===== config.mk =====
export PLATFORM = sky130hd
export DESIGN_NAME = pcr_plugon_regs
export DESIGN_NICKNAME = d
export VERILOG_FILES = /design/src/core/pcr_pkg.sv /design/src/core/pcr_plugon_regs.sv /design/src/core/pcr_channel_reg.sv
export SDC_FILE = /design/constraint.sdc
export NUM_CORES = 1
export LEC_CHECK = 0
export BUFFER_PORTS_ARGS = -buffer_cell sky130_fd_sc_hd__buf_4
export CAP_MARGIN = 5
export CELL_PAD_IN_SITES_DETAIL_PLACEMENT = 0
export CELL_PAD_IN_SITES_GLOBAL_PLACEMENT = 1
export CORE_MARGIN = 1.5
export CORE_UTILIZATION = 45
export DETAILED_ROUTE_END_ITERATION = 6
export GPL_ROUTABILITY_DRIVEN = 0
export GPL_TIMING_DRIVEN = 0
export PLACE_DENSITY_LB_ADDON = 0.15
export SYNTH_ARGS = -nofsm -noshare
export SYNTH_HDL_FRONTEND = slang
export SYNTH_SLANG_ARGS = --single-unit

===== constraint.sdc =====
create_clock -name clock -period 10 [get_ports clock]
set_clock_uncertainty 0.2 [all_clocks]
set_input_delay 1 -clock clock [delete_from_list [all_inputs] [get_ports clock]]
set_output_delay 1 -clock clock [all_outputs]
set_load 0.005 [all_outputs]

===== src/core/pcr_pkg.sv =====
`default_nettype none

package pcr_pkg;

  // ==========================================================================
  // Sizes
  localparam int NUM_CH = 8;
  localparam int NUM_SH = 4;
  localparam int DATA_W = 16;
  localparam int CUT_W  = 4;

  // ==========================================================================
  // Address layout and register selectors
  localparam logic [1:0] REGION_WHOLE = 2'h0;
  localparam logic [1:0] REGION_CHAN  = 2'h1;
  localparam logic [2:0] REG_IDENTITY = 3'h0;
  localparam logic [2:0] REG_SECOND   = 3'h1;
  localparam logic [2:0] REG_GAIN     = 3'h1;
  localparam logic [2:0] REG_CUTOFF   = 3'h2;

  // ==========================================================================
  // Codes and reset values
  localparam logic [15:0] GAIN_HALF     = 16'hFFFF;
  localparam logic [15:0] GAIN_X8       = 16'hFFF1;
  localparam logic [15:0] GAIN_X64      = 16'hFFF2;
  localparam logic [15:0] GAIN_X512     = 16'hFFF3;
  localparam logic [15:0] GAIN_UNITY    = 16'h0000;
  localparam logic [3:0]  CUTOFF_15HZ   = 4'h0;
  localparam logic [3:0]  CUTOFF_100HZ  = 4'h1;
  localparam logic [3:0]  CUTOFF_250HZ  = 4'h2;
  localparam logic [3:0]  CUTOFF_500HZ  = 4'h3;
  localparam logic [3:0]  CUTOFF_1KHZ   = 4'h4;
  localparam logic [15:0] SECOND_RESET  = 16'h0000;
  localparam logic [15:0] READ_ZERO     = 16'h0000;
  localparam logic [11:0] CUTOFF_PAD    = 12'h000;
  localparam logic        DETECT_OFF    = 1'b0;
  localparam logic [2:0]  SLOT_RESET    = 3'h0;

  // ==========================================================================
  // Carriers
  typedef struct packed {
    logic [1:0] region;
    logic [2:0] plugon;
    logic [2:0] chan;
    logic [2:0] regsel;
  } pcr_addr_s;

  typedef struct packed {
    logic        write;
    logic        read;
    pcr_addr_s   addr;
    logic [15:0] data;
  } pcr_req_s;

  typedef struct packed {
    logic        valid;
    logic [15:0] data;
  } pcr_rsp_s;

endpackage

`default_nettype wire


===== src/core/pcr_plugon_regs.sv =====
// How it works
// - Open detect is one enable shared by all eight channels of the plug-on.
// - Open detect is only on or off and comes up off.
// - Identity read at plug-on times 40 hex answers the identity value.
// - Sample-and-hold channel register one holds gain code FFFF, FFF1, FFF2 or FFF3.
// - Direct-input channel gain takes only 0000, unity.
// - Channel register two uses only its low hex digit, codes 0 to 4, on sample-and-hold channels; direct-input channels keep 0.
// - Traffic arrives as register writes with address and value, reads with address.
// - Reset or reset command sets sample-and-hold gain to 0.5.
// - Reset or reset command sets sample-and-hold cutoff to 15 Hz.
`timescale 1ns/1ps
`default_nettype none

module pcr_plugon_regs
  import pcr_pkg::*;
#(
  // Arbitrary identity value; no meaning beyond this design.
  parameter logic [15:0] ID_VALUE = 16'h5A3C
)
(
  // Clock and reset
  input  wire logic                        clock,
  input  wire logic                        rst_b,
  // Slot strap and reset command
  input  wire logic [2:0]                  slot_strap,
  input  wire logic                        soft_reset,
  // Detect enable from the host card control bit
  input  wire logic                        detect_enable_in,
  // Conditioning bus
  input  wire pcr_req_s                    req,
  output var pcr_rsp_s                     rsp,
  // Analog controls
  output logic                             open_input_detect,
  output wire logic [NUM_CH-1:0][15:0]     gain_code_out,
  output wire logic [NUM_CH-1:0][CUT_W-1:0] cutoff_code_out
);

  // ==========================================================================
  // Reset synchroniser
  logic rst_meta_r;
  logic rst_sync_b;

  always_ff @(posedge clock or negedge rst_b)
  begin
    if (!rst_b)
    begin
      rst_meta_r <= 1'b0;
      rst_sync_b <= 1'b0;
    end
    else
    begin
      rst_meta_r <= 1'b1;
      rst_sync_b <= rst_meta_r;
    end
  end

  // ==========================================================================
  // Slot capture
  // The strap is caught on the first edge after release; until then the bank
  // answers nothing, which avoids decoding against a stale slot.
  logic [2:0] slot_r;
  logic       slot_ok_r;

  always_ff @(posedge clock or negedge rst_sync_b)
  begin
    if (!rst_sync_b)
    begin
      slot_r    <= SLOT_RESET;
      slot_ok_r <= 1'b0;
    end
    else if (!slot_ok_r)
    begin
      slot_r    <= slot_strap;
      slot_ok_r <= 1'b1;
    end
  end

  // ==========================================================================
  // Decode
  function automatic logic own_hit(input pcr_addr_s a, input logic [2:0] slot,
                                   input logic ok);
    own_hit = ok && (a.plugon == slot);
  endfunction

  function automatic logic is_reg(input pcr_addr_s a, input logic [1:0] region,
                                  input logic [2:0] sel);
    is_reg = (a.region == region) && (a.regsel == sel);
  endfunction

  logic hit;
  logic wr_hit;
  logic rd_hit;

  assign hit    = own_hit(req.addr, slot_r, slot_ok_r);
  assign wr_hit = hit && req.write;
  assign rd_hit = hit && req.read && !req.write;

  // ==========================================================================
  // Whole plug-on register one
  logic [15:0] second_r;

  always_ff @(posedge clock or negedge rst_sync_b)
  begin
    if (!rst_sync_b)
      second_r <= SECOND_RESET;
    else if (soft_reset)
      second_r <= SECOND_RESET;
    else if (wr_hit && is_reg(req.addr, REGION_WHOLE, REG_SECOND) &&
             (req.addr.chan == 3'h0))
      second_r <= req.data;
  end

  // ==========================================================================
  // Channel registers
  genvar gi;
  generate
    for (gi = 0; gi < NUM_CH; gi++)
    begin : g_ch
      logic sel;
      assign sel = (req.addr.chan == 3'(gi));
      pcr_channel_reg #(
        .SAMPLE_HOLD (gi < NUM_SH)
      ) u_ch (
        .clock      (clock),
        .rst_sync_b (rst_sync_b),
        .soft_reset (soft_reset),
        .wr_gain    (wr_hit && sel && is_reg(req.addr, REGION_CHAN, REG_GAIN)),
        .wr_cutoff  (wr_hit && sel && is_reg(req.addr, REGION_CHAN, REG_CUTOFF)),
        .wdata      (req.data),
        .gain_r     (gain_code_out[gi]),
        .cutoff_r   (cutoff_code_out[gi])
      );
    end
  endgenerate

  // ==========================================================================
  // Read response
  logic [15:0] rd_data;

  always_comb
  begin
    rd_data = READ_ZERO;
    if (req.addr.region == REGION_WHOLE && req.addr.chan == 3'h0)
    begin
      if (req.addr.regsel == REG_IDENTITY)
        rd_data = ID_VALUE;
      else if (req.addr.regsel == REG_SECOND)
        rd_data = second_r;
    end
    else if (req.addr.region == REGION_CHAN)
    begin
      if (req.addr.regsel == REG_GAIN)
        rd_data = gain_code_out[req.addr.chan];
      else if (req.addr.regsel == REG_CUTOFF)
        rd_data = {CUTOFF_PAD, cutoff_code_out[req.addr.chan]};
    end
  end

  always_ff @(posedge clock or negedge rst_sync_b)
  begin
    if (!rst_sync_b)
      rsp <= '0;
    else
    begin
      rsp.valid <= rd_hit;
      rsp.data  <= rd_hit ? rd_data : READ_ZERO;
    end
  end

  // ==========================================================================
  // Open input detect
  // one enable, default off
  always_ff @(posedge clock or negedge rst_sync_b)
  begin
    if (!rst_sync_b)
      open_input_detect <= DETECT_OFF;
    else
      open_input_detect <= detect_enable_in;
  end
endmodule

`default_nettype wire


===== src/core/pcr_channel_reg.sv =====
`timescale 1ns/1ps
`default_nettype none

module pcr_channel_reg
  import pcr_pkg::*;
#(
  parameter int SAMPLE_HOLD = 1
)
(
  // Clock and synchronised reset
  input  wire logic        clock,
  input  wire logic        rst_sync_b,
  input  wire logic        soft_reset,
  // Write strobes from the decoder
  input  wire logic        wr_gain,
  input  wire logic        wr_cutoff,
  input  wire logic [15:0] wdata,
  // Stored settings
  output logic      [15:0] gain_r,
  output logic      [3:0]  cutoff_r
);

  localparam logic [15:0] GAIN_DEFAULT = (SAMPLE_HOLD != 0) ? GAIN_HALF : GAIN_UNITY;
  localparam logic        IS_SH        = (SAMPLE_HOLD != 0);

  function automatic logic gain_ok(input logic [15:0] code);
    if (IS_SH)
      gain_ok = (code == GAIN_HALF) || (code == GAIN_X8) ||
                (code == GAIN_X64) || (code == GAIN_X512);
    else
      gain_ok = (code == GAIN_UNITY);
  endfunction

  // ==========================================================================
  // Gain code
  // gain load and defaults
  always_ff @(posedge clock or negedge rst_sync_b)
  begin
    if (!rst_sync_b)
      gain_r <= GAIN_DEFAULT;
    else if (soft_reset)
      gain_r <= GAIN_DEFAULT;
    else if (wr_gain && gain_ok(wdata))
      gain_r <= wdata;
  end

  // ==========================================================================
  // Cutoff code
  // Codes above the fastest filter are dropped so the analog side never sees
  // an unknown selection.
  // low digit only, default slowest
  always_ff @(posedge clock or negedge rst_sync_b)
  begin
    if (!rst_sync_b)
      cutoff_r <= CUTOFF_15HZ;
    else if (soft_reset)
      cutoff_r <= CUTOFF_15HZ;
    else if (IS_SH && wr_cutoff && (wdata[3:0] <= CUTOFF_1KHZ))
      cutoff_r <= wdata[3:0];
  end

endmodule

`default_nettype wire


# Word level (Yosys, flattened, before mapping)
# Index checks and enable logic that the tools add are counted.
[totals] word_cells=139 out_inout_bits=178 reg_bits=184 inputBits=36
[classes] n_eq_ne=15 n_lt_le_gt_ge=2 muxes=39 n_reduce_logical=63
[op_table] op="16-bit 2-to-1 mux" n=25
[op_table] op="16-bit == test (second input constant)" n=4
[op_table] op="16-bit binary-select mux with 3-bit select" n=1
[op_table] op="1-bit logical AND" n=42
[op_table] op="4-bit 2-to-1 mux" n=10
[op_table] op="2-bit nonzero test" n=13
[op_table] op="16-bit logical NOT" n=1
[op_table] op="4-bit binary-select mux with 3-bit select" n=1
[op_table] op="3-bit == test (second input constant)" n=4
[op_table] op="3-bit by 2-bit == test with 1-bit output (second input constant)" n=3
[op_table] op="3-bit by 1-bit == test with 1-bit output (second input constant)" n=2
[op_table] op="3-bit logical NOT" n=2
[op_table] op="4-bit by 3-bit less-or-equal comparator with 1-bit output (second input constant)" n=1
[op_table] op="3-bit by 4-bit less-than comparator with 1-bit output (second input constant)" n=1
[op_table] op="3-bit == test" n=1
[op_table] op="1-bit logical OR" n=3
[op_table] op="2-bit by 1-bit == test with 1-bit output (second input constant)" n=1
[op_table] op="2-bit logical NOT" n=1
[op_table] op="1-bit 2-to-1 mux" n=2
[op_table] op="1-bit logical NOT" n=1

# Logic depth before layout (Yosys ltp)
# Gate-level depths: netlist of run 1.
[depth] depth_word=8 ltp_mapped=7 ltp_nobuf=4

# Cells and area by module
# Synthesis of run 1 repeated with hierarchy kept, for this count alone.
[unflattened] hier_cells=777 area_unflattened_um2=9090.0
[modules_own_cells] module="pcr_plugon_regs" area_per_inst_um2=2987.9 seq_area_each_um2=1001.0 n_inst=1 cells_each=264
[modules_own_cells] module="pcr_channel_reg (g_ch[4].u_ch ...)" area_per_inst_um2=705.7 seq_area_each_um2=400.4 n_inst=4 cells_each=63
[modules_own_cells] module="pcr_channel_reg (g_ch[1].u_ch ...)" area_per_inst_um2=810.8 seq_area_each_um2=520.5 n_inst=3 cells_each=64
[modules_own_cells] module="pcr_channel_reg (g_ch[0].u_ch)" area_per_inst_um2=847.1 seq_area_each_um2=520.5 n_inst=1 cells_each=69

# Worst setup path after synthesis of run 1
# No wires, ideal clock.
[synth_path] path_kind="input-to-reg" from="in req[3] in the netlist's numbering" to="reg g_ch[6].u_ch.gain_r[5]" stages=6 arrival_ns=2.433 setup_ns=0.135 setup_slack_ns=7.232 path_buffers=2 required_ns=9.665 path_cell_list="buf_2 -> nor4_1 -> nand4_1 -> nor4_4 -> buf_6 -> a21oi_2"
[synth_via] elab_chain_cells=4
[synth_lines] element="start: declaration" line="pcr_plugon_regs.sv:30" rtl="input wire pcr_req_s req,"
[synth_lines] element="16-bit logical NOT" line="pcr_channel_reg.sv:31" rtl="gain_ok = (code == GAIN_UNITY);"
[synth_lines] element="1-bit 2-to-1 mux" line="pcr_channel_reg.sv:41" rtl="else if (soft_reset)"
[synth_lines] element="1-bit logical AND" line="pcr_channel_reg.sv:43" rtl="else if (wr_gain && gain_ok(wdata))"
[synth_lines] element="2-bit nonzero test (no source line)"
[synth_lines] element="end signal: assignment" line="pcr_channel_reg.sv:44" rtl="gain_r <= wdata;"
[synth_lines] element="end: declaration" line="pcr_channel_reg.sv:19" rtl="output logic [15:0] gain_r,"
# Every way passes these cells. The select of a mux whose other input is x is not followed.
# A chain may end at the register's enable or synchronous reset.

# Final worst setup path of run 1
[layout_path] from="in req[20] in the netlist's numbering" to="reg rsp[11] in the netlist's numbering"
[layout_via] elab_chain_cells=6 elab_cells_between_ends=8 cone_classes="6 x mux; 2 x reduce/logical"
[layout_lines] element="16-bit binary-select mux with 3-bit select" line="pcr_plugon_regs.sv:153" rtl="rd_data = gain_code_out[req.addr.chan];"
[layout_lines] element="16-bit 2-to-1 mux (not written as such)" line="pcr_plugon_regs.sv:153"
[layout_lines] element="16-bit 2-to-1 mux" line="pcr_plugon_regs.sv:152" rtl="if (req.addr.regsel == REG_GAIN)"
[layout_lines] element="16-bit 2-to-1 mux" line="pcr_plugon_regs.sv:150" rtl="else if (req.addr.region == REGION_CHAN)"
[layout_lines] element="16-bit 2-to-1 mux *" line="pcr_plugon_regs.sv:143" rtl="if (req.addr.region == REGION_WHOLE && req.addr.chan == 3'h0)"
[layout_lines] element="16-bit 2-to-1 mux *" line="pcr_plugon_regs.sv:166" rtl="rsp.data <= rd_hit ? rd_data : READ_ZERO;"
[layout_lines] element="end: declaration" line="pcr_plugon_regs.sv:31" rtl="output var pcr_rsp_s rsp,"
# Every way passes the cells marked *; elsewhere a longest branch is shown, timed or not. The select of a mux whose other input is x is not followed.

==> metrics.csv, run 1 <==
stage,metric,value,unit
outcome,status,finished clean,
routing,Vias/cell,5.56,
timing,max-slew violations,0,
synth,largest family of logic cells by synthesized area,simple AND/OR/NAND/NOR gates,
clocking,CTS tree,yes,
floorplan,initial cell density of the core,46.0,%
clocking,H-tree depth,4,
clocking,post-CTS resize count,0,
routing,Final ANT Viol Nets,0,
setup_path,crit end category,flip-flop,
grt,first-pass GRT wire length,39600,um
placement,DP Worst Slack,6.66,ns
synth,Syn Std Cell Area,8610,um2
setup_path,top fanout value on the critical path,10,
synth,Avg Synthesized Cell Area,11.6,um2
timing,Hold Slack,0.125,ns
final_layout,ant diodes,0,
grt,Total Routing Usage GR,26.8,%
floorplan,IO Count,214,
clocking,"Hold-fix buffers, CTS",0,
final_layout,layout cells sized above 1,39.2,%
synth,Mapped Cells,745,
placement,HPWL after detailed placement,19600,um
synth,Post-synth top cells,"120 x dfrtp_1, 115 x nand2_1, 82 x mux2i_1",
timing,RSZ-0062 raised after global routing,no,
synth,Synth Area in Compound Gates,8.77,%
job,Max-Cap Viols,0,
setup_path,CP Data Arrival Time,3.16,ns
synth,Seq cells post-synth,184,
clocking,Num CTS Buffers,17,
power,P per Cell Area,139,nW/um2
clocking,clk slew on worst S/H paths,0.07,ns
timing,final hold violation count,0,
setup_path,WP data required,10.15,ns
clocking,clock buffer depth,2,
routing,DRC violations left,0,
synth,"top cells by area, synth","dfrtp_1 35%, dfstp_2 20%, mux2i_1 9.5%, mux4_2 5.2%, nand2_1 5.0%",
grt,Congestion Overflow GR,0,
floorplan,die area,20000,um2
hold_path,worst hold path class,flip-flop to async pin,
clocking,CTS sink count,184,
placement,port bufs,196,
routing,First-pass DRT Iterations,5,
power,Peak VDD IR,0.000124,V
clocking,clk_lat worst skew,0.43,ns
synth,Post-synth ARST share,100,%
final_layout,Post-Layout Cell Count,1226,
routing,Iteration-0 DRC Markers,522,
routing,wire per inst,21.4,um
setup_path,critical path class,input pin to flip-flop,
timing,Final period util,30.1,%
timing,final setup vio count,0,
floorplan,Die Y,141,um
floorplan,core area,18700,um2
final_layout,final net count,1015,
timing,Setup TNS,0,ns
grt,vias in the first global route,6523,
synth,area share of the largest cell type after synthesis,34.9,%
synth,number of synthesis warnings,0,
setup_path,CP Launch Type,input pin,
routing,WL final,26300,um
synth,sequential area share after synthesis,54.4,%
timing,Worst-Margin Slew,0.972,ns
synth,ys flop type,dfrtp_1,
synth,multiplexer share of the synthesized area,15.2,%
routing,DR vias,6817,
timing,Period minus WS final,3.01,ns
grt,largest net degree at the start of global routing,57,
timing,min setup slack post-route,6.99,ns
synth,post-synthesis adder-cell area fraction,0,%
synth,post-synth cell types,54,
floorplan,Row Count,50,
timing,fmax,332,MHz
synth,Post-synth EDFFs,0,
final_layout,fillers,1643,
power,Lkg Pwr,5.04,nW
timing,Max transition margin,34.7,%
final_layout,P&R area growth vs syn,28.9,%
clocking,Setup Buffers After CTS,0,
synth,top-count cell post-synth,dfrtp_1,
grt,initial antenna violation count,1,
synth,Synth Area in XOR/XNOR,0.305,%
floorplan,die width,141,um
clocking,Root Driver,clkbuf_16,
synth,"area leader, netlist",dfrtp_1,
synth,simple-gate share of the synthesized area,16.2,%
placement,Placed Instances,1194,
-- sequential cells by signal, indices dropped and copies added (netlist names) --
signal / count
open_input_detect: 1
rst_sync_b: 1
g_ch.u_ch.gain_r: 128
slot_r: 3
second_r: 16
rst_meta_r: 1
g_ch.u_ch.cutoff_r: 16
rsp: 17
slot_ok_r: 1
-- where the power goes --
group	total (W)	internal (W)	switching [W]
sequential	0.000752	0.000748	0.00000438
combinational	0.000118	0.0000396	0.0000785
clock	0.000668	0.000370	0.000298
total	0.00154	0.00116	0.000381
-- critical path, cell delays in order --
cell,delay (ns)
buf_4,0.11
buf_4,0.21
buf_2,0.37
buf_2,0.47
mux2i_1,0.16
a22oi_1,0.44
nand3_1,0.20
a21oi_1,0.19
-- cells in the final DEF (no fill, tap or decap), types with 9 or more instances in the layout --
cell type	synthesis	layout
nand2b_1	35	35
dfstp_2	64	64
nor2_1	26	26
o21ai_0	10	10
clkbuf_16	0	18
buf_6	9	9
mux2i_1	82	82
clkbuf_1	33	35
nand2_1	115	115
buf_4	21	217
mux4_2	20	20
nand2b_2	14	14
a22oi_1	16	16
dfrtp_1	120	119
conb_1	2	18
a21oi_2	10	10
a21oi_1	60	60
nand3_1	11	11
-- path summary, 6_finish.rpt --
| path | from | to | slack [ns] | cells past startpoint |
|---|---|---|---|---|
| setup / recovery | req[20] | rsp[11]$_DFF_PN0_ | 6.99 | 8 |
| hold / removal | rst_sync_b$_DFF_PN0_ | g_ch[6].u_ch.gain_r[10]$_DFFE_PN0P_ | 0.13 | 0 |
| setup reg to reg | slot_r[2]$_DFFE_PN0N_ | g_ch[7].u_ch.gain_r[12]$_DFFE_PN0P_ | 7.38 | 5 |
| hold reg to reg | rst_sync_b$_DFF_PN0_ | g_ch[6].u_ch.gain_r[10]$_DFFE_PN0P_ | 0.13 | 0 |
| max in group asynchronous | rst_sync_b$_DFF_PN0_ | g_ch[3].u_ch.gain_r[6]$_DFFE_PN1P_ | 8.46 | 2 |
| min in group clock | rst_meta_r$_DFF_PN0_ | rst_sync_b$_DFF_PN0_ | 0.16 | 0 |
-- final cells by class --
cell class | count | area, um2 | area share (%)
Timing Repair Buffer | 199 | 1550 | 13.9
Buffer | 72 | 427 | 3.85
Tap cell | 234 | 293 | 2.64
Clock inverter | 11 | 109 | 0.982
Sequential cell | 184 | 4690 | 42.3
Multi-Input combinational cell | 502 | 3540 | 32.0
Inverter | 3 | 11.3 | 0.102
Clock buffer | 21 | 472 | 4.25
-- metrics by stage --
| step | total power, W | instance area (um2) | utilization [%] |
|---|---|---|---|
| 2_1_floorplan | 0.000832 | 8670 | - |
| 3_3_place_gp | 0.000878 | 10400 | 55.8 |
| 3_5_place_dp | 0.000883 | 10500 | 56.2 |
| 4_1_cts | 0.00155 | 11100 | 59.3 |
| 5_1_grt | 0.00159 | 11100 | 59.3 |
| 6_report | 0.00154 | 11100 | 59.3 |
-- metal layers --
| layer | track usage, % | wire length (um) | vias to the layer above |
|---|---|---|---|
| met1 | 40.4 | 12100 | 3464 |
| met3 | 3.98 | 1680 | 27 |
| li1 | - | - | 3048 |
| met5 | 0 | 0 | - |
| met2 | 40.7 | 12100 | 278 |
| met4 | 6.74 | 362 | 0 |
-- cells by family after synthesis --
| logic type | count (synthesis) |
|---|---|
| compound gates | 117 |
| buf+inv | 75 |
| simple gates | 259 |
| mux | 105 |
| flops | 184 |
| other cells | 2 |
| xor+xnor | 3 |
No activity file was read; power rests on OpenSTA's default activity.
==> inputs of run 2 (changes only) <==
- ABC_AREA: not set -> 1
- CORE_UTILIZATION: 45 -> 35
- clock period: 10 -> 2.5 ns (I/O delays scaled with it)
==> metrics.csv, run 2 <==
stage,metric,value,unit,change
synth,Syn Std Cell Area,8550,um2,-0.67%
synth,Mapped Cells,1065,,+43%
floorplan,Row Count,57,,+14%
final_layout,area of the multi-input gates,2920,um2,-17%
synth,Avg Synthesized Cell Area,8.03,um2,-31%
timing,Period minus WS final,2.21,ns,
final_layout,layout cells sized above 1,27.8,%,-11 points
routing,WL final,26600,um,+1.4%
floorplan,die width,159,um,+13%
setup_path,CP Launch Type,input pin,,
synth,Post-synth ARST share,100,%,unchanged
setup_path,reg2reg path depth,11,,+6
final_layout,Post-Layout Cell Count,1655,,+35%
final_layout,final net count,1354,,+33%
grt,largest net degree at the start of global routing,64,,+12%
final_layout,Largest Register,g_ch.u_ch.gain_r,,
hold_path,Hold Crit Depth,6,,
routing,First-pass DRT Iterations,4,,-1
routing,DR vias,7386,,+8.3%
final_layout,ant diodes,0,,unchanged
routing,Final ANT Viol Nets,0,,unchanged
power,Lkg Pwr,5.89,nW,+17%
clocking,CTS tree,yes,,
synth,Seq cells post-synth,184,,unchanged
final_layout,Reg area,4690,um2,unchanged
synth,ys flop type,dfrtp_1,,
synth,"area leader, netlist",dfrtp_1,,
synth,area share of the largest cell type after synthesis,35.1,%,+0.23 points
final_layout,"most common cell after layout, fill and taps aside",nand2_1,,
final_layout,Largest regs,"g_ch.u_ch.gain_r x128, rsp x17",,
placement,HPWL after detailed placement,20500,um,+4.2%
timing,Final period util,88.2,%,
synth,sequential area share after synthesis,54.8,%,+0.37 points
grt,vias in the first global route,7229,,+11%
outcome,status,finished clean,,
clocking,clk slew on worst S/H paths,0.07,ns,about the same
setup_path,WP data required,2.62,ns,-7.53 ns
clocking,Setup Buffers After CTS,0,,unchanged
final_layout,fillers,2474,,+51%
synth,number of synthesis warnings,0,,unchanged
floorplan,Die Y,159,um,+13%
clocking,CTS sink count,184,,unchanged
routing,Iteration-0 DRC Markers,434,,-17%
timing,final setup vio count,0,,unchanged
final_layout,most frequent cells in the layout,"262 x nand2_1, 220 x buf_4, 165 x inv_1, 159 x nor2_1, 119 x dfrtp_1",,
grt,initial antenna violation count,0,,-1
routing,Vias/cell,4.46,,-20%
placement,port bufs,195,,-0.51%
placement,Placed Instances,1602,,+34%
routing,DRC violations left,0,,unchanged
job,Max-Cap Viols,0,,unchanged
floorplan,initial cell density of the core,35.4,%,-11 points
synth,Post-synth EDFFs,0,,unchanged
routing,wire per inst,16.1,um,-25%
timing,RSZ-0062 raised after global routing,no,,
timing,max-slew violations,0,,unchanged
timing,final hold violation count,0,,unchanged
synth,post-synth cell types,28,,-48%
final_layout,max reg flops,128,,unchanged
synth,Post-synth top cells,"262 x nand2_1, 165 x inv_1, 159 x nor2_1",,
synth,top-count cell post-synth,nand2_1,,
clocking,Num CTS Buffers,17,,unchanged
setup_path,top fanout value on the critical path,10,,unchanged
floorplan,die area,25400,um2,+27%
timing,fmax,453,MHz,
power,P per Cell Area,567,nW/um2,+310%
floorplan,IO Count,214,,unchanged
grt,first-pass GRT wire length,41700,um,+5.4%
timing,Worst-Margin Slew,0.866,ns,-0.105 ns
power,Peak VDD IR,0.000334,V,+170%
timing,Hold Slack,0.0371,ns,-0.0879 ns
setup_path,CP Data Arrival Time,2.32,ns,-0.84 ns
clocking,post-CTS resize count,0,,unchanged
setup_path,critical path class,input pin to flip-flop,,
timing,Max transition margin,42.3,%,+7.5 points
final_layout,P&R area growth vs syn,32.9,%,
grt,Congestion Overflow GR,0,,unchanged
clocking,H-tree depth,4,,unchanged
floorplan,core area,24200,um2,+29%
clocking,clock buffer depth,2,,unchanged
clocking,Root Driver,clkbuf_16,,
synth,"top cells by area, synth","dfrtp_1 35%, dfstp_2 20%, nand2_1 12%, inv_1 7.2%, nor2_1 7.0%",,
grt,Total Routing Usage GR,21.6,%,-5.2 points
setup_path,crit end category,flip-flop,,
clocking,clk_lat worst skew,0.43,ns,about the same
hold_path,worst hold path class,input pin to flip-flop,,
-- run 2: cell types whose count changed after synthesis, sizes merged, moves of 9 or more --
cell,previous run,this run
a21oi,70,51
buf,38,50
clkbuf,34,6
inv,3,172
mux2i,82,0
mux4,20,0
nand2,115,278
nand2b,49,0
nand3,12,102
nor2,26,166
nor4,9,0
o21ai,10,31
-- run 2: logic make-up (layout without fill, tap and decap cells) --
| kind of cell | Yosys count | count (layout) | share of synthesized area, % |
|---|---|---|---|
| flops | 184 | 184 | 54.8 |
| compound gates | 95 | 95 | 6.12 |
| other cells | 2 | 18 | 0.0879 |
| buf+inv | 228 | 478 | 11.7 |
| simple gates | 556 | 556 | 27.3 |
-- run 2: critical path: stages --
cell and delay [ns]:
dlygate4sd3_1 0.53, buf_4 0.14, inv_1 0.08, nand2_1 0.07, nor3_1 0.14, nand3_1 0.27
nor2_1 0.18, nand2_1 0.07, nand2_1 0.27, buf_4 0.26, nor2_1 0.05
-- run 2: per-layer routing --
metal / up-vias / share of wire [%] / GRT usage (%)
li1: 3723 / - / -
met1: 3427 / 47 / 29.7
met2: 211 / 46 / 34.6
met3: 25 / 4.6 / 3.70
met4: 0 / 2.2 / 6.95
met5: - / 0 / 0
-- run 2: path summary, 6_finish.rpt --
path | startpoint | end | slack [ns]
worst max-delay path | req[3] | g_ch[7].u_ch.gain_r[5]$_DFFE_PN0P_ | 0.29
min in group asynchronous | rst_sync_b$_DFF_PN0_ | slot_ok_r$_DFF_PN0_ | 0.25
worst max register to register | slot_r[0]$_DFFE_PN0N_ | g_ch[7].u_ch.gain_r[5]$_DFFE_PN0P_ | 0.49
max in group asynchronous | rst_sync_b$_DFF_PN0_ | g_ch[2].u_ch.gain_r[4]$_DFFE_PN1P_ | 0.66
worst min-delay path | req[17] | rsp[14]$_DFF_PN0_ | 0.04
worst min register to register | rst_meta_r$_DFF_PN0_ | rst_sync_b$_DFF_PN0_ | 0.16
-- run 2: stage by stage --
stage / power, W / setup TNS, ns / instance area, um2 / utilization, % / setup slack, ns
after floorplan: 0.00343 / 0 / 8610 / - / 0.445
after global placement: 0.00367 / -37.26 / 10500 / 43.4 / -0.340
after detailed placement: 0.00369 / 0 / 10500 / 43.6 / 0.285
after CTS: 0.00651 / 0 / 11400 / 47.0 / 0.301
after global routing: 0.00670 / 0 / 11400 / 47.0 / 0.0987
final: 0.00644 / 0 / 11400 / 47.0 / 0.295
-- run 2: what timing repair did --
item	CTS	global route
endpoints found under the hold margin	27	0
setup endpoints to repair	0	0
hold buffers	21	0
-- run 2: cell type report --
type	instances	share of cell area, %
buffer	56	3.12
clock buffer	18	3.97
clock inverter	14	1.41
inverter	172	5.68
multi-input combinational	669	25.7
sequential	184	41.3
tap	324	3.57
timing repair buffer	218	15.2
-- run 2: power breakdown --
group	internal (W)	leakage, nW	switching (W)
registers	0.00303	2.33	0.0000498
logic	0.000215	3.25	0.000354
clock network	0.00148	0.302	0.00130
total	0.00473	5.89	0.00171
==> inputs of run 3 (changes only) <==
- BUFFER_PORTS_ARGS: -buffer_cell sky130_fd_sc_hd__buf_4 -> -buffer_cell sky130_fd_sc_hd__buf_2
==> metrics.csv, run 3 (synthesized netlist as in run 2, its figures left out) <==
stage,metric,value,unit,change
outcome,status,finished clean,,
clocking,CTS tree,yes,,
floorplan,die width,159,um,unchanged
grt,Total Routing Usage GR,21.7,%,+0.12 points
final_layout,most frequent cells in the layout,"262 x nand2_1, 205 x buf_2, 165 x inv_1, 159 x nor2_1, 119 x dfrtp_1",,
clocking,clk_lat worst skew,0.44,ns,about the same
placement,HPWL after detailed placement,20300,um,-0.69%
final_layout,max reg flops,128,,unchanged
clocking,clock buffer depth,2,,unchanged
floorplan,Die Y,159,um,unchanged
final_layout,"most common cell after layout, fill and taps aside",nand2_1,,
floorplan,Row Count,57,,unchanged
floorplan,initial cell density of the core,35.4,%,unchanged
power,Clock power frac,42.4,%,-0.9 points
clocking,post-CTS resize count,0,,unchanged
setup_path,worst-path cell chain,dlygate4sd3_1 -> buf_2 -> nor2_1 -> nand2_1 -> nor2_1 -> nand3_1 -> nor2_1 -> nand2_1 -> nand2_1 -> buf_4 -> nor2_1,,
clocking,Num CTS Buffers,17,,unchanged
timing,Final period util,88.2,%,about the same
setup_path,WP data required,2.62,ns,about the same
timing,fmax,454,MHz,about the same
power,Peak VDD IR,0.000315,V,-5.6%
setup_path,Worst Path Buf+Inv,3,,-1
routing,DR vias,7385,,-0.014%
setup_path,max incr delay on CP,0.54,ns,about the same
power,P per Cell Area,580,nW/um2,+2.3%
grt,initial antenna violation count,3,,+3
routing,DRC violations left,0,,unchanged
setup_path,largest delay contributor family on the critical path,simple AND/OR/NAND/NOR gates,,
timing,Max transition margin,52.7,%,+10 points
final_layout,layout cells sized above 1,27.8,%,about the same
setup_path,CP Data Arrival Time,2.33,ns,about the same
timing,final setup vio count,0,,unchanged
setup_path,top fanout value on the critical path,10,,unchanged
routing,Vias/cell,4.46,,-0.13%
setup_path,CP max-delay cell,dlygate4sd3_1,,
grt,vias in the first global route,7093,,-1.9%
routing,Iteration-0 DRC Markers,390,,-10%
final_layout,Post-Layout Cell Count,1657,,+0.12%
final_layout,P&R area growth vs syn,26.8,%,
placement,port bufs,195,,unchanged
floorplan,die area,25400,um2,unchanged
routing,DR WL met2,12500,um,+1.0%
floorplan,IO Count,214,,unchanged
power,Tot Pwr,0.00629,W,-2.4%
clocking,clk slew on worst S/H paths,0.07,ns,about the same
final_layout,fillers,2542,,+2.7%
job,Max-Cap Viols,0,,unchanged
grt,largest net degree at the start of global routing,70,,+9.4%
grt,first-pass GRT wire length,41600,um,-0.26%
timing,Worst-Margin Slew,0.710,ns,-0.156 ns
power,Lkg Pwr,5.74,nW,-2.4%
routing,Max Used Layer,met4,,
routing,WL final,26800,um,+0.66%
final_layout,Largest Register,g_ch.u_ch.gain_r,,
routing,Final ANT Viol Nets,0,,unchanged
power,Sw Share,27.6,%,+1.0 points
final_layout,Largest regs,"g_ch.u_ch.gain_r x128, rsp x17",,
routing,wire length on met3,1080,um,-11%
floorplan,core area,24200,um2,unchanged
hold_path,worst hold path class,input pin to flip-flop,,
timing,RSZ-0062 raised after global routing,no,,
setup_path,critical path class,input pin to flip-flop,,
setup_path,cell repeated most along the worst path,nor2_1,,
timing,Setup TNS,0,ns,unchanged
clocking,CTS sink count,184,,unchanged
final_layout,final core area utilization,44.8,%,-2.2 points
power,internal power,0.00455,W,-3.7%
routing,wire per inst,16.2,um,+0.54%
routing,M1 WL,12800,um,+2.8%
clocking,H-tree depth,4,,unchanged
timing,Period minus WS final,2.20,ns,-0.00164 ns
power,logic gate share of total power,8.7,%,about the same
setup_path,crit end category,flip-flop,,
power,Sw Pwr,0.00173,W,+1.4%
timing,max-slew violations,0,,unchanged
setup_path,CP Launch Type,input pin,,
power,sequential power share,48.9,%,+1.1 points
timing,final hold violation count,0,,unchanged
placement,Placed Instances,1602,,unchanged
final_layout,final net count,1353,,-0.074%
clocking,Setup Buffers After CTS,0,,unchanged
routing,First-pass DRT Iterations,4,,unchanged
clocking,Root Driver,clkbuf_16,,
grt,Congestion Overflow GR,0,,unchanged
[run 3: cell types whose count changed in the layout (fill, tap and decap cells not counted), moves of 2 or more]
cell / delta
buf_4: -195
diode_2: +3
buf_2: +195
inv_8: +2
[run 3: cell type report]
class,count,area (um2),share of cell area (%)
plain buffers,56,354,3.27
diodes,3,7.51,0.0693
repair buffers,217,1230,11.4
multi-input cells,669,2920,27.0
clock buffers,17,425,3.93
inverters,172,646,5.96
clock inverters,15,155,1.43
flip-flops and latches,184,4690,43.3
well taps,324,405,3.74
[run 3: worst paths after layout]
kind                                             from                             endpoint  slack, ns  depth (start not counted)
worst max-delay path                           req[6]   g_ch[7].u_ch.gain_r[5]$_DFFE_PN0P_       0.30                         11
worst min-delay path                          req[27]                    rsp[12]$_DFF_PN0_       0.04                          5
worst max register to register  slot_r[0]$_DFFE_PN0N_   g_ch[7].u_ch.gain_r[5]$_DFFE_PN0P_       0.45                         11
worst min register to register   rst_meta_r$_DFF_PN0_                 rst_sync_b$_DFF_PN0_       0.16                          0
max in group asynchronous        rst_sync_b$_DFF_PN0_  g_ch[3].u_ch.gain_r[10]$_DFFE_PN1P_       0.70                          2
min in group asynchronous        rst_sync_b$_DFF_PN0_                  slot_ok_r$_DFF_PN0_       0.18                          0
[run 3: what timing repair did]
item                                   CTS  global route
hold buffers                            20             0
endpoints found under the hold margin   23             0
setup endpoints to repair                0             0
[run 3: layer usage]
metal  up-vias  track usage, %
met3        21            4.04
met2       171            34.6
met1      3469            30.2
met4         0            6.00
met5         -               0
li1       3724               -
[run 3: worst min-delay path, stage by stage]
cell	delay (ns)
buf_2	0.12
nand2_1	0.07
nor2_2	0.07
o21ai_0	0.08
a21oi_1	0.04
[run 3: through the flow]
stage	worst slack, ns	area, um2	hold WS (ns)
6_report	0.296	10800	0.0414
5_1_grt	0.196	10800	0.0577
4_1_cts	0.310	10800	0.0289
3_5_place_dp	0.303	10000	-0.163
3_3_place_gp	-0.349	9990	-0.164
2_1_floorplan	0.445	8610	-0.246
[run 3: power by group through the flow]
stage               Clock, W  Combinational, W  Sequential [W]
floorplan                  0          0.000286         0.00315
global placement           0          0.000473         0.00317
detailed placement         0          0.000530         0.00313
CTS                  0.00274          0.000555         0.00307
global route         0.00286          0.000614         0.00308
finish               0.00267          0.000546         0.00307
